## config.mk

```make
export PLATFORM = sky130hd
export DESIGN_NAME = stm_timer
export DESIGN_NICKNAME = d
export VERILOG_FILES = /design/src/shared/stm_pkg.sv /design/src/logic/stm_timer.sv
export SDC_FILE = /design/constraint.sdc
export NUM_CORES = 1
export LEC_CHECK = 0
export BUFFER_PORTS_ARGS = -buffer_cell sky130_fd_sc_hd__buf_4
export CAP_MARGIN = 20
export CORE_UTILIZATION = 25
export CTS_CLUSTER_DIAMETER = 50
export CTS_CLUSTER_SIZE = 28
export DETAILED_ROUTE_END_ITERATION = 6
export PLACE_DENSITY = 0.46
export SKIP_LAST_GASP = 1
export SLEW_MARGIN = 20
export SYNTH_ARGS = -nofsm -noshare
export SYNTH_HDL_FRONTEND = slang
export SYNTH_SLANG_ARGS = --single-unit
```

## constraint.sdc

```tcl
create_clock -name clock -period 5.2 [get_ports clock]
set_clock_uncertainty 0.1 [all_clocks]
set_input_delay 0.26 -clock clock [delete_from_list [all_inputs] [get_ports clock]]
set_output_delay 0.26 -clock clock [all_outputs]
set_load 0.05 [all_outputs]
```

## src/shared/stm_pkg.sv

```systemverilog
`default_nettype none
package stm_pkg;
  // Register word offsets (byte addresses)
  localparam logic [11:0] STM_CTRL_A_OFS = 12'h000;
  localparam logic [11:0] STM_CTRL_B_OFS = 12'h004;
  localparam logic [11:0] STM_CNT_LO_OFS = 12'h008;
  localparam logic [11:0] STM_CNT_HI_OFS = 12'h00C;
  localparam logic [11:0] STM_CMPA_LO_OFS = 12'h010;
  localparam logic [11:0] STM_CMPA_HI_OFS = 12'h014;
  localparam logic [11:0] STM_FLAGS_OFS = 12'h018;
  // Reset values and counter maximum
  localparam logic [7:0] STM_CTRL_RST = 8'h00;
  localparam logic [9:0] STM_CMPA_RST = 10'h000;
  localparam logic [9:0] STM_CNT_MAX = 10'h3FF;
  // Divider counts for internal sources
  localparam int STM_SYS_DIV = 4;
  localparam int STM_H_DIV16 = 16;
  localparam int STM_H_DIV64 = 64;
  localparam int STM_SUB_DIV = 256;
  // Flags register bit positions
  localparam int STM_FLAG_A_BIT = 0;
  localparam int STM_FLAG_P_BIT = 1;

  typedef enum logic [1:0] {
    STM_MODE_CMP = 2'b00,
    STM_MODE_CAP = 2'b01,
    STM_MODE_PWM = 2'b10,
    STM_MODE_TMR = 2'b11
  } stm_mode_t;

  typedef enum logic [2:0] {
    STM_CK_SYS4 = 3'b000,
    STM_CK_SYS = 3'b001,
    STM_CK_H16 = 3'b010,
    STM_CK_H64 = 3'b011,
    STM_CK_SUB0 = 3'b100,
    STM_CK_SUB1 = 3'b101,
    STM_CK_EXTR = 3'b110,
    STM_CK_EXTF = 3'b111
  } stm_clk_sel_t;

  // Control register A layout
  typedef struct packed {
    logic counter_pause;
    stm_clk_sel_t count_clock_select;
    logic timer_enable;
    logic [2:0] period_code;
  } stm_ctrl_a_t;

  // Control register B layout
  typedef struct packed {
    stm_mode_t operating_mode_select;
    logic [1:0] output_function_select;
    logic output_initial_level;
    logic output_polarity;
    logic period_duty_swap;
    logic clear_source_select;
  } stm_ctrl_b_t;
endpackage
`default_nettype wire

```

## src/logic/stm_timer.sv

```systemverilog
// Notes on behaviour
// - Ten-bit up counter advances on each tick of the selected clock source.
// - Comparator P checks period code against counter bits 9..7; A checks all bits.
// - Software cannot write the counter; enable rising edge clears it to zero.
// - Counter clears on overflow or selected comparator match; all but the A-zero overflow raise a flag.
// - Pause bit holds counter value; clearing it resumes from held value.
// - Clock select picks sys/4, sys, high/16, high/64, sub, or pin edges.
// - Enable low stops counting and keeps value; rising enable zeroes counter.
// - Rising enable forces output to initial level in compare, capture, PWM or pulse modes.
// - Period code N matches after N*128 clocks; code zero means 1024.
// - Clear-select low: P match clears counter; code zero lets counter overflow.
// - Mode field: compare output, capture, PWM or pulse, timer/counter.
// - Timer/counter mode drives no defined output level.
// - Counter read-only and compare A read/write as low and high byte pairs.
// - One external input pin and one output pin.
// - Clear-select chooses P/overflow or A; ignored outside compare and timer modes.
// - Compare mode raises A flag, and P flag only with clear-select low; A zero overflows at 3FF without A flag.
// - Compare A match acts on output: none, low, high, toggle.
// - Polarity bit inverts output pin; no effect in timer/counter mode.
//
// Added by the designer: the register offsets and the APB slave port.
`default_nettype none
module stm_timer
  import stm_pkg::*;
(
  input wire logic clock, // System clock
  input wire logic rstn, // Async reset, active low
  input wire logic psel, // APB select
  input wire logic penable, // APB enable
  input wire logic pwrite, // APB direction
  input wire logic [11:0] paddr, // APB address
  input wire logic [31:0] pwdata, // APB write data
  output logic [31:0] prdata, // APB read data
  output logic pready, // APB ready
  output logic pslverr, // APB error
  input wire logic external_count_pin, // External count clock input
  output logic timer_io_pin_out, // Timer output level
  output logic timer_io_pin_oe // Output enable, high when driven
);
  stm_ctrl_a_t ctrl_a_reg;
  stm_ctrl_b_t ctrl_b_reg;
  logic [9:0] cmpa_reg;
  logic [9:0] count_reg;
  logic flag_a_reg;
  logic flag_p_reg;
  logic out_level_reg;
  logic enable_dly_reg;
  logic [7:0] div_reg;
  logic [1:0] pin_sync_reg;
  logic pin_last_reg;
  logic tick;
  logic enable_rise;
  logic match_p;
  logic match_a;
  logic clear_cnt;
  logic set_a;
  logic set_p;
  logic wr_en;
  logic rd_en;
  logic addr_ok;
  logic [31:0] rdata_next;
  logic flag_clr_a;
  logic flag_clr_p;
  logic cmp_like;
  logic out_mode;
  logic step_ok;
  logic [9:0] cnt_inc;

  assign wr_en = psel & penable & pwrite;
  assign rd_en = psel & penable & ~pwrite;
  assign enable_rise = ctrl_a_reg.timer_enable & ~enable_dly_reg;
  assign cmp_like = (ctrl_b_reg.operating_mode_select == STM_MODE_CMP) ||
                    (ctrl_b_reg.operating_mode_select == STM_MODE_TMR);
  assign out_mode = ctrl_b_reg.operating_mode_select != STM_MODE_TMR;
  // Counting step: enabled, running, ticked and not the enable-clear cycle
  assign step_ok = tick & ctrl_a_reg.timer_enable & ~ctrl_a_reg.counter_pause & ~enable_rise;
  // Value the counter reaches on this tick
  assign cnt_inc = count_reg + 10'h001;

  // Address decode for mapped registers
  always_comb begin
    unique case (paddr)
      STM_CTRL_A_OFS, STM_CTRL_B_OFS, STM_CNT_LO_OFS, STM_CNT_HI_OFS,
      STM_CMPA_LO_OFS, STM_CMPA_HI_OFS, STM_FLAGS_OFS: addr_ok = 1'b1;
      default: addr_ok = 1'b0;
    endcase
  end

  // Write and control registers
  always_ff @(posedge clock or negedge rstn) begin
    if (!rstn) begin
      ctrl_a_reg <= STM_CTRL_RST;
      ctrl_b_reg <= STM_CTRL_RST;
      cmpa_reg <= STM_CMPA_RST;
    end else if (wr_en) begin
      unique case (paddr)
        STM_CTRL_A_OFS: ctrl_a_reg <= pwdata[7:0];
        STM_CTRL_B_OFS: ctrl_b_reg <= pwdata[7:0];
        STM_CMPA_LO_OFS: cmpa_reg[7:0] <= pwdata[7:0];
        STM_CMPA_HI_OFS: cmpa_reg[9:8] <= pwdata[1:0];
        default: ;
      endcase
    end
  end

  // Enable edge history
  always_ff @(posedge clock or negedge rstn) begin
    if (!rstn) begin
      enable_dly_reg <= 1'b0;
    end else begin
      enable_dly_reg <= ctrl_a_reg.timer_enable;
    end
  end

  // Free-running prescaler
  always_ff @(posedge clock or negedge rstn) begin
    if (!rstn) begin
      div_reg <= 8'h00;
    end else begin
      div_reg <= div_reg + 8'h01;
    end
  end

  always_ff @(posedge clock or negedge rstn) begin
    if (!rstn) begin
      pin_sync_reg <= 2'b00;
      pin_last_reg <= 1'b0;
    end else begin
      pin_sync_reg <= {pin_sync_reg[0], external_count_pin};
      pin_last_reg <= pin_sync_reg[1];
    end
  end

  always_comb begin
    unique case (ctrl_a_reg.count_clock_select)
      STM_CK_SYS4: tick = div_reg[1:0] == 2'(STM_SYS_DIV - 1);
      STM_CK_SYS: tick = 1'b1;
      STM_CK_H16: tick = div_reg[3:0] == 4'(STM_H_DIV16 - 1);
      STM_CK_H64: tick = div_reg[5:0] == 6'(STM_H_DIV64 - 1);
      STM_CK_SUB0, STM_CK_SUB1: tick = div_reg == 8'(STM_SUB_DIV - 1);
      STM_CK_EXTR: tick = pin_sync_reg[1] & ~pin_last_reg;
      STM_CK_EXTF: tick = ~pin_sync_reg[1] & pin_last_reg;
    endcase
  end

  // comparators, period code
  // Match on the tick that reaches the value, so a period is code*128 ticks
  assign match_p = (ctrl_a_reg.period_code != 3'b000) && (cnt_inc[9:7] == ctrl_a_reg.period_code)
                   && (cnt_inc[6:0] == 7'h00);
  assign match_a = (cmpa_reg != 10'h000) && (cnt_inc == cmpa_reg);

  always_comb begin
    clear_cnt = 1'b0;
    set_a = 1'b0;
    set_p = 1'b0;
    if (cmp_like && !ctrl_b_reg.clear_source_select) begin
      clear_cnt = match_p || (ctrl_a_reg.period_code == 3'b000 && count_reg == STM_CNT_MAX);
      set_a = match_a;
      set_p = clear_cnt;
    end else if (cmp_like) begin
      clear_cnt = match_a || (cmpa_reg == 10'h000 && count_reg == STM_CNT_MAX);
      set_a = match_a;
    end else if (ctrl_b_reg.period_duty_swap) begin
      clear_cnt = match_a || (cmpa_reg == 10'h000 && count_reg == STM_CNT_MAX);
      set_a = match_a;
      set_p = match_p;
    end else begin
      clear_cnt = match_p || (ctrl_a_reg.period_code == 3'b000 && count_reg == STM_CNT_MAX);
      set_a = match_a;
      set_p = clear_cnt;
    end
  end

  always_ff @(posedge clock or negedge rstn) begin
    if (!rstn) begin
      count_reg <= 10'h000;
    end else if (enable_rise) begin
      count_reg <= 10'h000;
    end else if (ctrl_a_reg.timer_enable && !ctrl_a_reg.counter_pause && tick) begin
      count_reg <= clear_cnt ? 10'h000 : count_reg + 10'h001;
    end
  end

  // sticky flags, set wins over clear
  assign flag_clr_a = wr_en && paddr == STM_FLAGS_OFS && pwdata[STM_FLAG_A_BIT];
  assign flag_clr_p = wr_en && paddr == STM_FLAGS_OFS && pwdata[STM_FLAG_P_BIT];
  always_ff @(posedge clock or negedge rstn) begin
    if (!rstn) begin
      flag_a_reg <= 1'b0;
      flag_p_reg <= 1'b0;
    end else begin
      flag_a_reg <= (set_a & step_ok) | (flag_a_reg & ~flag_clr_a);
      flag_p_reg <= (set_p & step_ok) | (flag_p_reg & ~flag_clr_p);
    end
  end

  always_ff @(posedge clock or negedge rstn) begin
    if (!rstn) begin
      out_level_reg <= 1'b0;
    end else if (enable_rise && out_mode) begin
      out_level_reg <= ctrl_b_reg.output_initial_level;
    end else if (ctrl_b_reg.operating_mode_select == STM_MODE_CMP && set_a && step_ok) begin
      unique case (ctrl_b_reg.output_function_select)
        2'b00: out_level_reg <= out_level_reg;
        2'b01: out_level_reg <= 1'b0;
        2'b10: out_level_reg <= 1'b1;
        2'b11: out_level_reg <= ~out_level_reg;
      endcase
    end
  end

  always_ff @(posedge clock or negedge rstn) begin
    if (!rstn) begin
      timer_io_pin_out <= 1'b0;
      timer_io_pin_oe <= 1'b0;
    end else begin
      timer_io_pin_out <= out_mode ? out_level_reg ^ ctrl_b_reg.output_polarity : 1'b0;
      timer_io_pin_oe <= ctrl_b_reg.operating_mode_select == STM_MODE_CMP ||
                         ctrl_b_reg.operating_mode_select == STM_MODE_PWM;
    end
  end

  always_comb begin
    rdata_next = 32'h0000_0000;
    unique case (paddr)
      STM_CTRL_A_OFS: rdata_next[7:0] = ctrl_a_reg;
      STM_CTRL_B_OFS: rdata_next[7:0] = ctrl_b_reg;
      STM_CNT_LO_OFS: rdata_next[7:0] = count_reg[7:0];
      STM_CNT_HI_OFS: rdata_next[1:0] = count_reg[9:8];
      STM_CMPA_LO_OFS: rdata_next[7:0] = cmpa_reg[7:0];
      STM_CMPA_HI_OFS: rdata_next[1:0] = cmpa_reg[9:8];
      STM_FLAGS_OFS: rdata_next[1:0] = {flag_p_reg, flag_a_reg};
      default: rdata_next = 32'h0000_0000;
    endcase
  end

  // APB answer registered, no wait state
  always_ff @(posedge clock or negedge rstn) begin
    if (!rstn) begin
      pready <= 1'b0;
      pslverr <= 1'b0;
      prdata <= 32'h0000_0000;
    end else begin
      pready <= psel & ~penable;
      pslverr <= psel & ~penable & ~addr_ok;
      prdata <= (psel & ~penable & ~pwrite) ? rdata_next : prdata;
    end
  end

  enable_clr_a: assert property (@(posedge clock) disable iff (!rstn)
    enable_rise |=> count_reg == 10'h000) else $error("counter not cleared on enable");
  hold_off_a: assert property (@(posedge clock) disable iff (!rstn)
    !ctrl_a_reg.timer_enable && !enable_rise |=> $stable(count_reg)) else $error("counter moved while off");
  pause_hold_a: assert property (@(posedge clock) disable iff (!rstn)
    ctrl_a_reg.counter_pause && !enable_rise |=> $stable(count_reg)) else $error("counter moved in pause");
  init_level_a: assert property (@(posedge clock) disable iff (!rstn)
    enable_rise && out_mode |=> out_level_reg == $past(ctrl_b_reg.output_initial_level))
    else $error("initial level not applied");
  count_step_a: assert property (@(posedge clock) disable iff (!rstn)
    ctrl_a_reg.timer_enable && !ctrl_a_reg.counter_pause && tick && !clear_cnt && !enable_rise
    |=> count_reg == $past(count_reg) + 10'h001) else $error("counter step wrong");
  match_clr_a: assert property (@(posedge clock) disable iff (!rstn)
    clear_cnt && step_ok |=> count_reg == 10'h000) else $error("counter not cleared");
  flag_a_set_a: assert property (@(posedge clock) disable iff (!rstn)
    set_a && step_ok |=> flag_a_reg) else $error("A flag missed");
  toggle_out_a: assert property (@(posedge clock) disable iff (!rstn)
    ctrl_b_reg.operating_mode_select == STM_MODE_CMP && ctrl_b_reg.output_function_select == 2'b11
    && set_a && step_ok && !enable_rise |=> out_level_reg != $past(out_level_reg))
    else $error("toggle missed");
  // polarity, both terms taken from the cycle that launched the pin
  polarity_a: assert property (@(posedge clock) disable iff (!rstn)
    out_mode && $stable(ctrl_b_reg)
    |=> timer_io_pin_out == ($past(out_level_reg) ^ $past(ctrl_b_reg.output_polarity)))
    else $error("polarity wrong");
  tmr_undriven_a: assert property (@(posedge clock) disable iff (!rstn)
    !out_mode |=> !timer_io_pin_oe) else $error("pin driven in timer mode");
  // period clear on the last count of the period
  period_clr_a: assert property (@(posedge clock) disable iff (!rstn)
    step_ok && cmp_like && !ctrl_b_reg.clear_source_select && ctrl_a_reg.period_code != 3'b000
    && count_reg[6:0] == 7'h7F && count_reg[9:7] == ctrl_a_reg.period_code - 3'h1
    |=> count_reg == 10'h000) else $error("period clear missed");
  ovf_clr_a: assert property (@(posedge clock) disable iff (!rstn)
    step_ok && cmp_like && !ctrl_b_reg.clear_source_select && ctrl_a_reg.period_code == 3'b000
    && count_reg == STM_CNT_MAX
    |=> count_reg == 10'h000 && flag_p_reg) else $error("overflow clear missed");
  // no P flag under A clear
  no_p_flag_a: assert property (@(posedge clock) disable iff (!rstn)
    cmp_like && ctrl_b_reg.clear_source_select && !flag_p_reg |=> !flag_p_reg) else $error("P flag raised");
  // no A flag with zero compare
  zero_cmp_a: assert property (@(posedge clock) disable iff (!rstn)
    cmpa_reg == 10'h000 && !flag_a_reg |=> !flag_a_reg) else $error("A flag on zero compare");
  drive_low_a: assert property (@(posedge clock) disable iff (!rstn)
    ctrl_b_reg.operating_mode_select == STM_MODE_CMP && ctrl_b_reg.output_function_select == 2'b01
    && set_a && step_ok |=> !out_level_reg) else $error("drive low missed");
  drive_high_a: assert property (@(posedge clock) disable iff (!rstn)
    ctrl_b_reg.operating_mode_select == STM_MODE_CMP && ctrl_b_reg.output_function_select == 2'b10
    && set_a && step_ok |=> out_level_reg) else $error("drive high missed");
  ext_edge_a: assert property (@(posedge clock) disable iff (!rstn)
    ctrl_a_reg.count_clock_select == STM_CK_EXTR && tick ##1 ctrl_a_reg.count_clock_select == STM_CK_EXTR
    |-> !tick) else $error("edge counted twice");
  a_clear_a: assert property (@(posedge clock) disable iff (!rstn)
    step_ok && cmp_like && ctrl_b_reg.clear_source_select && cmpa_reg != 10'h000
    && count_reg == cmpa_reg - 10'h001 |=> count_reg == 10'h000) else $error("A clear missed");
  access_ready_a: assert property (@(posedge clock) disable iff (!rstn)
    psel && penable |-> pready) else $error("access without ready");
  read_data_a: assert property (@(posedge clock) disable iff (!rstn)
    rd_en |-> prdata == $past(rdata_next)) else $error("read data wrong");
  slverr_a: assert property (@(posedge clock) disable iff (!rstn)
    psel && penable |-> pslverr == !addr_ok) else $error("error response wrong");

  // Main scenarios
  p_match_c: cover property (@(posedge clock) disable iff (!rstn) set_p && step_ok);
  a_match_c: cover property (@(posedge clock) disable iff (!rstn) set_a && step_ok);
  ext_tick_c: cover property (@(posedge clock) disable iff (!rstn)
    ctrl_a_reg.count_clock_select == STM_CK_EXTR && tick);
  ovf_wrap_c: cover property (@(posedge clock) disable iff (!rstn)
    step_ok && clear_cnt && count_reg == STM_CNT_MAX);
  pwm_swap_c: cover property (@(posedge clock) disable iff (!rstn)
    ctrl_b_reg.operating_mode_select == STM_MODE_PWM && ctrl_b_reg.period_duty_swap && set_a && step_ok);
endmodule
`default_nettype wire

```

; Yosys cells after proc, flatten, opt, wreduce, memory -nomap -nowiden
; Index checks and enable logic that the tools add are counted.
[totals]
reg_bits = 63
output_inout_bits = 36
wordCells = 138
[classes]
add_sub_neg = 2
n_eq_ne = 27
mux = 17
bitwise_logic = 29
reduce_logical = 38
[op_table]
columns = op, n
row1 = $eq 12x5->1 const B, 3
row2 = $mux 10, 3
row3 = $eq 12x4->1 const B, 2
row4 = $pmux 6 s4, 1
row5 = $and 1x1->1, 15
row6 = $logic_and 1x1->1, 14
row7 = $pmux 2 s7, 1
row8 = $eq 12x3->1 const B, 1
row9 = $eq 3x3->1 const B, 4
row10 = $logic_not 12->1, 1
row11 = $not 1->1, 11
row12 = $add 10x1->10 const B, 1
row13 = $eq 10x10->1, 1
row14 = $eq 10x10->1 const B, 1
row15 = $eq 2x2->1 const B, 5
row16 = $logic_not 10->1, 1
row17 = $mux 1, 10
row18 = $reduce_and 2->1, 5
row19 = $reduce_bool 10->1, 1
row20 = $add 8x1->8 const B, 1
row21 = $eq 8x8->1 const B, 1
row22 = $logic_not 7->1, 1
row23 = $pmux 1 s7, 1
row24 = $reduce_or 7->1, 1
row25 = other kinds (17), 27

; Longest topological paths before layout
; Gate-level depths: netlist (run 1).
[logic_depth]
ltp_word = 11
ltp_mapped = 11

; Worst setup path before layout (run 1)
; OpenSTA, ideal clock, no wires.
[synth_timing]
path_type = register -> register
from = register count_reg[1]
to = register count_reg[0]
setup_time_ns = 0.125
t_arrival_ns = 2.609
setup_slack_ns = 2.367
path_stages_with_launch = 12
cell_sequence = dfrtp_1 -> ha_1 -> clkbuf_1 -> nand3_1 -> clkbuf_1 -> o22ai_1 -> nand4_1 -> or4_4 -> o21a_1 -> buf_6 -> or2_1 -> mux2_2
[synth_between]
elab_chain_len = 11
word_cells_on_any_way = 18
[synth_lines]
columns = element, line_no
row1 = "start, declared", stm_timer.sv:43  ; logic [9:0] count_reg;
row2 = "start signal, assigned", stm_timer.sv:180  ; count_reg <= clear_cnt ? 10'h000 : count_reg + 10'h001;
row3 = $add 10x1->10, stm_timer.sv:78  ; assign cnt_inc = count_reg + 10'h001;
row4 = $eq 3x3->1, stm_timer.sv:148  ; assign match_p = (ctrl_a_reg.period_code != 3'b000) && (cnt_inc[9:7] == ctrl_a_reg.period_code)
row5 = $logic_and 1x1->1, stm_timer.sv:148
row6 = $logic_and 1x1->1, stm_timer.sv:149  ; && (cnt_inc[6:0] == 7'h00);
row7 = $logic_or 1x1->1, "stm_timer.sv:157, stm_timer.sv:168"
row8 = $mux 1, stm_timer.sv:163  ; end else if (ctrl_b_reg.period_duty_swap) begin
row9 = $mux 1, stm_timer.sv:160  ; end else if (cmp_like) begin
row10 = $mux 1 *, stm_timer.sv:156  ; if (cmp_like && !ctrl_b_reg.clear_source_select) begin
row11 = $mux 10 *, stm_timer.sv:180
row12 = $mux 10 *, stm_timer.sv:179  ; end else if (ctrl_a_reg.timer_enable && !ctrl_a_reg.counter_pause && tick) begin
row13 = $mux 10 *, stm_timer.sv:177  ; end else if (enable_rise) begin
; Mark *: on every way between the ends. The rest lies on a longest branch, timed or not. The select of a mux whose other input is x is not followed.
; A chain may end at the register's enable or synchronous reset.

; Final worst setup path (run 1)
[layout_timing]
from = register count_reg[0]
to = register count_reg[0]
[layout_between]
elab_chain_len = 11
word_cells_on_any_way = 18
[layout_lines]
columns = element, line_no
row1 = $add 10x1->10, "stm_timer.sv:78, stm_timer.sv:180"
row2 = $eq 3x3->1, stm_timer.sv:148
row3 = $logic_and 1x1->1, stm_timer.sv:148
row4 = $logic_and 1x1->1, stm_timer.sv:149
row5 = $logic_or 1x1->1, "stm_timer.sv:157, stm_timer.sv:168"
row6 = $mux 1, stm_timer.sv:163
row7 = $mux 1, stm_timer.sv:160
row8 = $mux 1, stm_timer.sv:156
row9 = $mux 10 *, stm_timer.sv:180
row10 = $mux 10 *, stm_timer.sv:179
row11 = $mux 10 *, stm_timer.sv:177
; Marked as above.

==> reports/metrics.cfg, run 1 <==
[finish]
synthToLayoutAreaGrowth_pct=16.9
layout-drive-gt1-share_pct=20.6
utilization_pct=30.1
nets=498
instances_no_fill=658
diodes=0

[clocking]
clk_pin_slew_ns=0.06
clk_latency_ns=0.33
clock_path_buffers=2
cts.sinks=63
cts_buffers=9
cts-root-buf=clkbuf_16
cts.htree.levels=3
cts_tree=done

[route]
wire_per_inst_microns=15.4
num_vias=3077
drt_wl_total_microns=10100
antenna_left=0
first_pass_iters=4
drc=0
drt_iter0_markers=167
via_per_inst=4.68

[placed_design]
dp.cells=640
dpl.hpwl_microns=7290
pre_cts_slack_ns=1.87
port_buffers=37
place_congestion=0.851

[worst_hold_path]
hold_depth=2
hold_class=input port to register
hold_end=pready
worstHoldStart=penable

[timing]
tightest_slew_ns=1.09
slew-limit-headroom_pct=26.9
rsz0062_at_grt=no
timing.fmax_ghz=0.299
final-max-slew-violation-count=0
setup_viol=0
post-route-min-period_ns=3.35
holdWs_ns=0.0141
hold_viol=0
fin_crit_sh_pct=64.4
worst_slack_ns=1.85
finalSetupTns_ns=0

[power_and_ir_drop]
p_per_area_mw_per_mm2=263
power.leakage_nw=2.07
max-vdd-ir-drop_mv=0.161

[flow_run]
drv_cap=0

[floorplanning]
start_util_pct=25.7
row_count=45
die_h_microns=127
ios=86
die_w_microns=127
coreArea_sq_mm=0.0153
dieArea_sq_mm=0.0162

[worst_setup_path]
cp_max_fo=11
crit_path_end_kind=register
r2r-start=count_reg[0]
path_class=register to register
timing.critical_path.slowest_cell_delay_ns=0.57
crit_arrival_ns=3.46
critical-path-slowest-cell=dfrtp_1
r2r-end=count_reg[0]
r2r_cells=8
crit_chain=ha_1 -> nand3_1 -> o22ai_1 -> nand4_1 -> or4_4 -> o21a_1 -> or2_1 -> mux2_2
reg2reg_slack_ns=1.85
cp-start-kind=register
required_ns=5.32

[run_status]
outcome=complete, no violations

[logic_synthesis]
yosys_register_bits=63
yosysSeqAreaShare_pct=40.1
synth-edff-count=0
synthesis.area_sq_mm=0.00393
yosys_warnings=0
synth_cell_types=66
synthFlopType=dfrtp_1
avgSynthCellArea_sq_um=9.44
synthArstFlopShare_pct=100
synthCells=416

[global_route]
grt_use_total_pct=13.7
grt_overflow=0
grt_pass1_vias=3050
grt_max_degree=64
antenna_found_initial=0
grt_pass1_wl_microns=16800

-- layout by cell type (no fill, tap or decap), types with 8 or more instances in the layout --
cell type	netlist	layout
o22ai_1	11	11
clkbuf_16	0	9
nand2_1	53	53
buf_4	26	37
xnor2_1	15	15
nand3_1	9	9
o21ai_0	22	21
a22oi_1	8	8
nor2_1	25	25
mux2i_1	8	8
mux2_2	25	25
dfrtp_1	63	63
nor2b_1	14	14
nand4_1	10	10
conb_1	1	24
inv_1	9	9
-- critical path, delay by kind of cell (launching register included) --
kind | cells | cell delay (ns)
muxes | 1 | 0.26
AOI/OAI and AO/OA | 2 | 0.63
and+or+nand+nor | 4 | 1.30
adders and majority gates | 1 | 0.38
DFF | 1 | 0.57
-- synthesized netlist by cell type, types with 5 or more instances --
master	instances	area (sq um)
inv_1	9	33.8
nand4_1	10	62.6
buf_4	26	195
xor2_1	5	43.8
dfrtp_1	63	1580
nand3_1	9	45.0
a21oi_1	6	30.0
nand2_1	53	199
nor2_1	25	93.8
ha_1	6	75.1
mux2_2	25	282
nor2b_1	14	87.6
nor3_1	6	30.0
xnor2_1	15	131
mux2i_1	8	80.1
o21ai_0	22	110
o22ai_1	11	68.8
a22oi_1	8	60.1
clkbuf_1	17	63.8
-- timing repair --
action,in CTS,in global routing
hold buffers,2,0
endpoints found under the hold margin,64,0
setup buffers,0,0
gates resized for setup,0,0
-- where the power goes --
part / switching [mW] / internal [mW] / total (mW)
clock: 0.225 / 0.399 / 0.624
sequential: 0.00124 / 0.493 / 0.494
combinational: 0.0696 / 0.0205 / 0.0901
total: 0.296 / 0.912 / 1.21
-- through the flow --
step	total power, mW	cell area, sq um
global placement	0.592	4270
global route	1.26	4590
floorplan	0.573	4020
detailed placement	0.593	4270
finish	1.21	4590
CTS	1.23	4590
-- layer usage --
layer / share of wire, % / track usage, % / wire (microns) / vias up
met1: 48 / 18.1 / 4870 / 1491
met4: 1.1 / 3.85 / 108 / 0
li1: - / - / - / 1495
met3: 4.9 / 4.52 / 496 / 8
met2: 46 / 21.2 / 4640 / 83
met5: 0 / 0 / 0 / -
-- area by class of cell --
cell class	count	area [sq um]
Clock buffer	12	256
Clock inverter	4	52.6
Fill cell	1604	10700
Inverter	10	37.5
Multi-Input combinational cell	319	2110
Sequential cell	63	1580
Tap cell	211	264
Timing Repair Buffer	39	298
-- how the worst max path moves through the flow --
stage / start / to / slack [ns] / cells past startpoint
5_1_grt: count_reg[0] / count_reg[0] / 1.62 / 8
3_3_place_gp: count_reg[0] / count_reg[0] / 1.88 / 8
3_5_place_dp: count_reg[0] / count_reg[0] / 1.87 / 8
4_1_cts: count_reg[0] / count_reg[0] / 1.85 / 8
2_1_floorplan: count_reg[1] / count_reg[0] / 2.37 / 11
6_report: count_reg[0] / count_reg[0] / 1.85 / 8
-- cell families after synthesis --
logic type | synth area share, %
flip-flops | 40.1
buffers and inverters | 8.38
AND/OR/NAND/NOR | 20.9
XOR/XNOR | 5.64
other | 0.0954
AO/OA/AOI/OAI | 13.5
adder cells (fa/ha/maj) | 2.17
multiplexers | 9.20
No activity file was read; power rests on OpenSTA's default activity.
==> inputs of run 2 (changes only) <==
--- a/config.mk
+++ b/config.mk
@@ -11,7 +11,7 @@
 export CTS_CLUSTER_DIAMETER = 50
 export CTS_CLUSTER_SIZE = 28
 export DETAILED_ROUTE_END_ITERATION = 6
-export PLACE_DENSITY = 0.46
+export PLACE_DENSITY = 0.47
 export SKIP_LAST_GASP = 1
 export SLEW_MARGIN = 20
 export SYNTH_ARGS = -nofsm -noshare
==> constraint.sdc (replaced) <==
create_clock -name clock -period 2.95 [get_ports clock]
set_clock_uncertainty 0.1 [all_clocks]
set_input_delay 0.1475 -clock clock [delete_from_list [all_inputs] [get_ports clock]]
set_output_delay 0.1475 -clock clock [all_outputs]
set_load 0.05 [all_outputs]
==> reports/metrics.cfg, run 2 (synthesized netlist as in run 1, its figures left out) <==
[power_and_ir_drop]
power_mw=2.21  ; was 1.21 mW
max-vdd-ir-drop_mv=0.291  ; was 0.161 mV
p_per_area_mw_per_mm2=452  ; was 263 mW/mm^2
power.leakage_nw=2.24  ; was 2.07 nW

[timing]
worst_slack_ns=0.138  ; was 1.85 ns
hold_viol=0  ; unchanged
holdWs_ns=0.0240  ; was 0.0141 ns
tightest_slew_ns=0.846  ; was 1.09 ns
fin_crit_sh_pct=95.3  ; was 64.4%
rsz0062_at_grt=no  ; unchanged
timing.fmax_ghz=0.356  ; was 0.299 GHz
final-max-slew-violation-count=0  ; unchanged
finalSetupTns_ns=0  ; unchanged
setup_viol=0  ; unchanged
slew-limit-headroom_pct=43.6  ; was 26.9%
post-route-min-period_ns=2.81  ; was 3.35 ns

[floorplanning]
row_count=45  ; unchanged
die_h_microns=127  ; unchanged
dieArea_sq_mm=0.0162  ; unchanged
die_w_microns=127  ; unchanged
start_util_pct=25.7  ; unchanged
ios=86  ; unchanged
coreArea_sq_mm=0.0153  ; unchanged

[clocking]
cts.sinks=63  ; unchanged
cts.htree.levels=3  ; unchanged
cts-root-buf=clkbuf_16  ; unchanged
post-cts-setup-buffers=0  ; unchanged
clock_path_buffers=2  ; unchanged
clk_pin_slew_ns=0.06  ; about the same
cts_buffers=9  ; unchanged
cts_tree=done  ; unchanged
clk_latency_ns=0.33  ; about the same

[worst_setup_path]
crit_path_end_kind=register  ; unchanged
r2r-end=count_reg[0]  ; unchanged
reg2reg_slack_ns=0.14  ; was 1.85 ns
r2r-start=count_reg[0]  ; unchanged
cp_max_fo=7  ; was 11
crit_arrival_ns=2.92  ; was 3.46 ns
required_ns=3.06  ; was 5.32 ns
cp-start-kind=register  ; unchanged
r2r_cells=8  ; unchanged
path_class=register to register  ; unchanged

[worst_hold_path]
worstHoldStart=psel  ; was penable
hold_class=input port to register  ; unchanged
hold_end=pready  ; unchanged
hold_depth=2  ; unchanged

[placed_design]
dp.cells=663  ; was 640
dpl.hpwl_microns=7790  ; was 7290 microns
port_buffers=37  ; unchanged
dpl-instance-area_sq_mm=0.00444  ; was 0.00427 sq mm
pre_cts_slack_ns=0.0531  ; was 1.87 ns
place_congestion=0.851  ; about the same

[run_status]
outcome=complete, no violations  ; unchanged

[route]
num_vias=3205  ; was 3077
antenna_left=0  ; unchanged
drt_iter0_markers=154  ; was 167
wire_per_inst_microns=15.2  ; was 15.4 microns
via_per_inst=4.64  ; was 4.68
drt_wl_total_microns=10500  ; was 10100 microns
drc=0  ; unchanged
first_pass_iters=4  ; unchanged

[finish]
instances_no_fill=690  ; was 658
synthToLayoutAreaGrowth_pct=24.6  ; was 16.9%
diodes=0  ; unchanged
final_cell_mix=dfrtp_1 (63), buf_4 (60), nand2_1 (53)  ; was dfrtp_1 (63), nand2_1 (53), buf_4 (37)
utilization_pct=32.1  ; was 30.1%
layout_commonest_cell=dfrtp_1  ; unchanged
layout-drive-gt1-share_pct=24.8  ; was 20.6%
fin_area_sq_mm=0.00489  ; was 0.00459 sq mm
nets=530  ; was 498

[global_route]
antenna_found_initial=0  ; unchanged
grt_pass1_vias=3270  ; was 3050
grt_pass1_wl_microns=17300  ; was 16800 microns
grt_overflow=0  ; unchanged
grt_use_total_pct=14.0  ; was 13.7%
grt_max_degree=64  ; unchanged

[flow_run]
drv_cap=0  ; unchanged

run 2: metal layers:
layer / GRT usage, % / part of all wire (%)
met1: 17.7 / 47
met2: 22.5 / 46
met3: 3.31 / 4.6
met4: 6.79 / 2.4
met5: 0 / 0
run 2: repair_timing:
item	4_1_cts	5_1_grt
hold buffers	11	0
endpoints found under the setup margin	0	5
hold endpoints to repair	91	0
gates resized for setup	0	3
run 2: power breakdown:
part	switching (mW)	internal [mW]
clock	0.408	0.767
combinational	0.124	0.0440
sequential	0.00200	0.869
total	0.534	1.68
run 2: critical path, stage by stage, from the launching register on:
cell and delay [ns]:
dfrtp_1 0.45, ha_1 0.31, a31o_2 0.28, a21oi_1 0.13
a21boi_0 0.14, or4_4 0.57, o21a_1 0.20, or2_1 0.26
mux2_2 0.27
run 2: layout make-up:
| type | instances | area [sq um] |
|---|---|---|
| Clock inverter | 6 | 92.6 |
| Clock buffer | 10 | 239 |
| Multi-Input combinational cell | 319 | 2120 |
| Fill cell | 1584 | 10400 |
| Tap cell | 211 | 264 |
| Timing Repair Buffer | 71 | 561 |
| Sequential cell | 63 | 1580 |
| Inverter | 10 | 37.5 |
run 2: how the worst max path moves through the flow:
stage                 startpoint       endpoint
CTS                 count_reg[0]  out_level_reg
finish              count_reg[0]   count_reg[0]
floorplan           count_reg[1]   count_reg[0]
global placement    count_reg[0]   count_reg[0]
detailed placement  count_reg[0]  out_level_reg
global route        count_reg[0]   count_reg[0]
==> inputs of run 3 (changes only) <==
--- a/config.mk
+++ b/config.mk
@@ -12,6 +12,7 @@
 export CTS_CLUSTER_SIZE = 28
 export DETAILED_ROUTE_END_ITERATION = 6
 export PLACE_DENSITY = 0.47
+export RECOVER_POWER = 25
 export SKIP_LAST_GASP = 1
 export SLEW_MARGIN = 20
 export SYNTH_ARGS = -nofsm -noshare
==> reports/metrics.cfg, run 3 (synthesized netlist as in run 1, its figures left out) <==
[clocking]
clk_pin_slew_ns=0.06  ; about the same
cts.htree.levels=3  ; unchanged
clk_latency_ns=0.33  ; about the same
cts_tree=done  ; unchanged
cts_buffers=9  ; unchanged
cts.sinks=63  ; unchanged
cts-root-buf=clkbuf_16  ; unchanged
clock_path_buffers=2  ; unchanged

[route]
antenna_left=0  ; unchanged
via_per_inst=4.65  ; was 4.64
drc=0  ; unchanged
first_pass_iters=4  ; unchanged
drt_iter0_markers=146  ; was 154
wl_met2_microns=4860  ; was 4870 microns
met1_length_microns=4900  ; was 4890 microns
wl_met3_microns=479  ; was 481 microns
wire_per_inst_microns=15.2  ; about the same
num_vias=3211  ; was 3205
highest_layer=met4  ; unchanged
drt_wl_total_microns=10500  ; about the same

[placed_design]
dp.cells=663  ; unchanged
port_buffers=37  ; unchanged
dpl.hpwl_microns=7790  ; unchanged
place_congestion=0.851  ; unchanged
dpl-instance-area_sq_mm=0.00444  ; unchanged

[global_route]
grt_max_degree=64  ; unchanged
grt_pass1_wl_microns=17300  ; unchanged
grt_overflow=0  ; unchanged
grt_pass1_vias=3270  ; unchanged
grt_use_total_pct=14.0  ; unchanged
antenna_found_initial=0  ; unchanged

[finish]
layout-drive-gt1-share_pct=22.1  ; was 24.8%
fin_area_sq_mm=0.00484  ; was 0.00489 sq mm
nets=530  ; unchanged
utilization_pct=31.7  ; was 32.1%
layout_commonest_cell=dfrtp_1  ; unchanged
instances_no_fill=690  ; unchanged
diodes=0  ; unchanged
final_cell_mix=dfrtp_1 (63), nand2_1 (53), buf_4 (44)  ; was dfrtp_1 (63), buf_4 (60), nand2_1 (53)
synthToLayoutAreaGrowth_pct=23.3  ; was 24.6%

[worst_hold_path]
hold_depth=2  ; unchanged
hold_class=input port to register  ; unchanged

[power_and_ir_drop]
p_per_area_mw_per_mm2=456  ; was 452 mW/mm^2
p_switching_mw=0.533  ; was 0.534 mW
p_int_mw=1.68  ; about the same
seq_power_share_pct=39.4  ; was 39.3%
p_sw_share_pct=24.1  ; about the same
power.leakage_nw=2.18  ; was 2.24 nW
clockPowerShare_pct=53.1  ; about the same
max-vdd-ir-drop_mv=0.291  ; about the same
power_frac_comb_pct=7.5  ; was 7.6%

[timing]
setup_viol=0  ; unchanged
final-max-slew-violation-count=64  ; was 0
post-route-min-period_ns=2.81  ; about the same
hold_viol=0  ; unchanged
slew-limit-headroom_pct=-10.3  ; was 43.6%
tightest_slew_ns=1.65  ; was 0.846 ns
timing.fmax_ghz=0.356  ; about the same
rsz0062_at_grt=no  ; unchanged
fin_crit_sh_pct=95.3  ; about the same
finalSetupTns_ns=0  ; unchanged
holdWs_ns=0.0276  ; was 0.0240 ns

[floorplanning]
dieArea_sq_mm=0.0162  ; unchanged
die_w_microns=127  ; unchanged
row_count=45  ; unchanged
start_util_pct=25.7  ; unchanged
ios=86  ; unchanged
die_h_microns=127  ; unchanged
coreArea_sq_mm=0.0153  ; unchanged

[worst_setup_path]
timing.critical_path.slowest_cell_delay_ns=0.57  ; about the same
cp_num_cells=8  ; unchanged
path_class=register to register  ; unchanged
crit_path_end_kind=register  ; unchanged
r2r_cells=8  ; unchanged
cp_max_fo=7  ; unchanged
cp_top_family=simple AND/OR/NAND/NOR gates  ; unchanged
critical-path-slowest-cell=or4_4  ; unchanged
crit_chain=ha_1 -> a31o_2 -> a21oi_1 -> a21boi_0 -> or4_4 -> o21a_1 -> or2_1 -> mux2_2  ; unchanged
worst-path-buf-inv=0  ; unchanged
cp-start-kind=register  ; unchanged
required_ns=3.06  ; about the same
crit_arrival_ns=2.92  ; about the same

[flow_run]
drv_cap=1  ; was 0

[run_status]
failed_checks=max-capacitance violations, max-slew violations
outcome=finished, violations left  ; was complete, no violations

run 3: final timing paths:
check                                     start              end  slack [ns]
worst max-delay path               count_reg[0]     count_reg[0]        0.14
worst min-delay path                       psel           pready        0.03
worst max register to register     count_reg[0]     count_reg[0]        0.14
worst min register to register  pin_sync_reg[0]  pin_sync_reg[1]        0.25
max in group asynchronous                  rstn        prdata[5]        1.07
min in group asynchronous                  rstn    ctrl_a_reg[4]        0.69
run 3: worst register-to-register path, delay by kind of cell (launching register included):
kind | cells | cell delay, ns
flip-flops | 1 | 0.45
multiplexers | 1 | 0.27
AND/OR/NAND/NOR | 2 | 0.83
adder cells (fa/ha/maj) | 1 | 0.31
AO/OA/AOI/OAI | 4 | 0.74
run 3: cell type report:
type / count / area [sq um]
fillers: 1597 / 10400
multi-input cells: 319 / 2120
flip-flops and latches: 63 / 1580
repair buffers: 71 / 509
well taps: 211 / 264
clock buffers: 10 / 239
clock inverters: 6 / 92.6
inverters: 10 / 37.5
run 3: power groups by stage:
stage / logic [mW] / clock network [mW] / registers [mW]
2_1_floorplan: 0.119 / 0 / 0.891
3_3_place_gp: 0.157 / 0 / 0.886
3_5_place_dp: 0.158 / 0 / 0.886
4_1_cts: 0.170 / 1.21 / 0.870
5_1_grt: 0.179 / 1.25 / 0.870
6_report: 0.166 / 1.17 / 0.871
run 3: metal layers:
metal  vias up  global-route usage, %
li1       1557                      -
met1      1549                   17.7
met2        87                   22.5
met3        18                   3.31
met4         0                   6.79
met5         -                      0
run 3: repair_timing:
item                                   in CTS  in global routing
endpoints found under the hold margin      91                  0
setup endpoints to repair                   0                  5
setup buffers                               0                  0
gates resized for setup                     0                  3
hold buffers                               11                  0
run 3: stage by stage:
stage | setup slack [ns] | power [mW]
after floorplan | 0.117 | 1.01
after global placement | 0.147 | 1.04
after detailed placement | 0.0531 | 1.04
after CTS | 0.0522 | 2.25
after global routing | 0.00822 | 2.30
final | 0.138 | 2.21
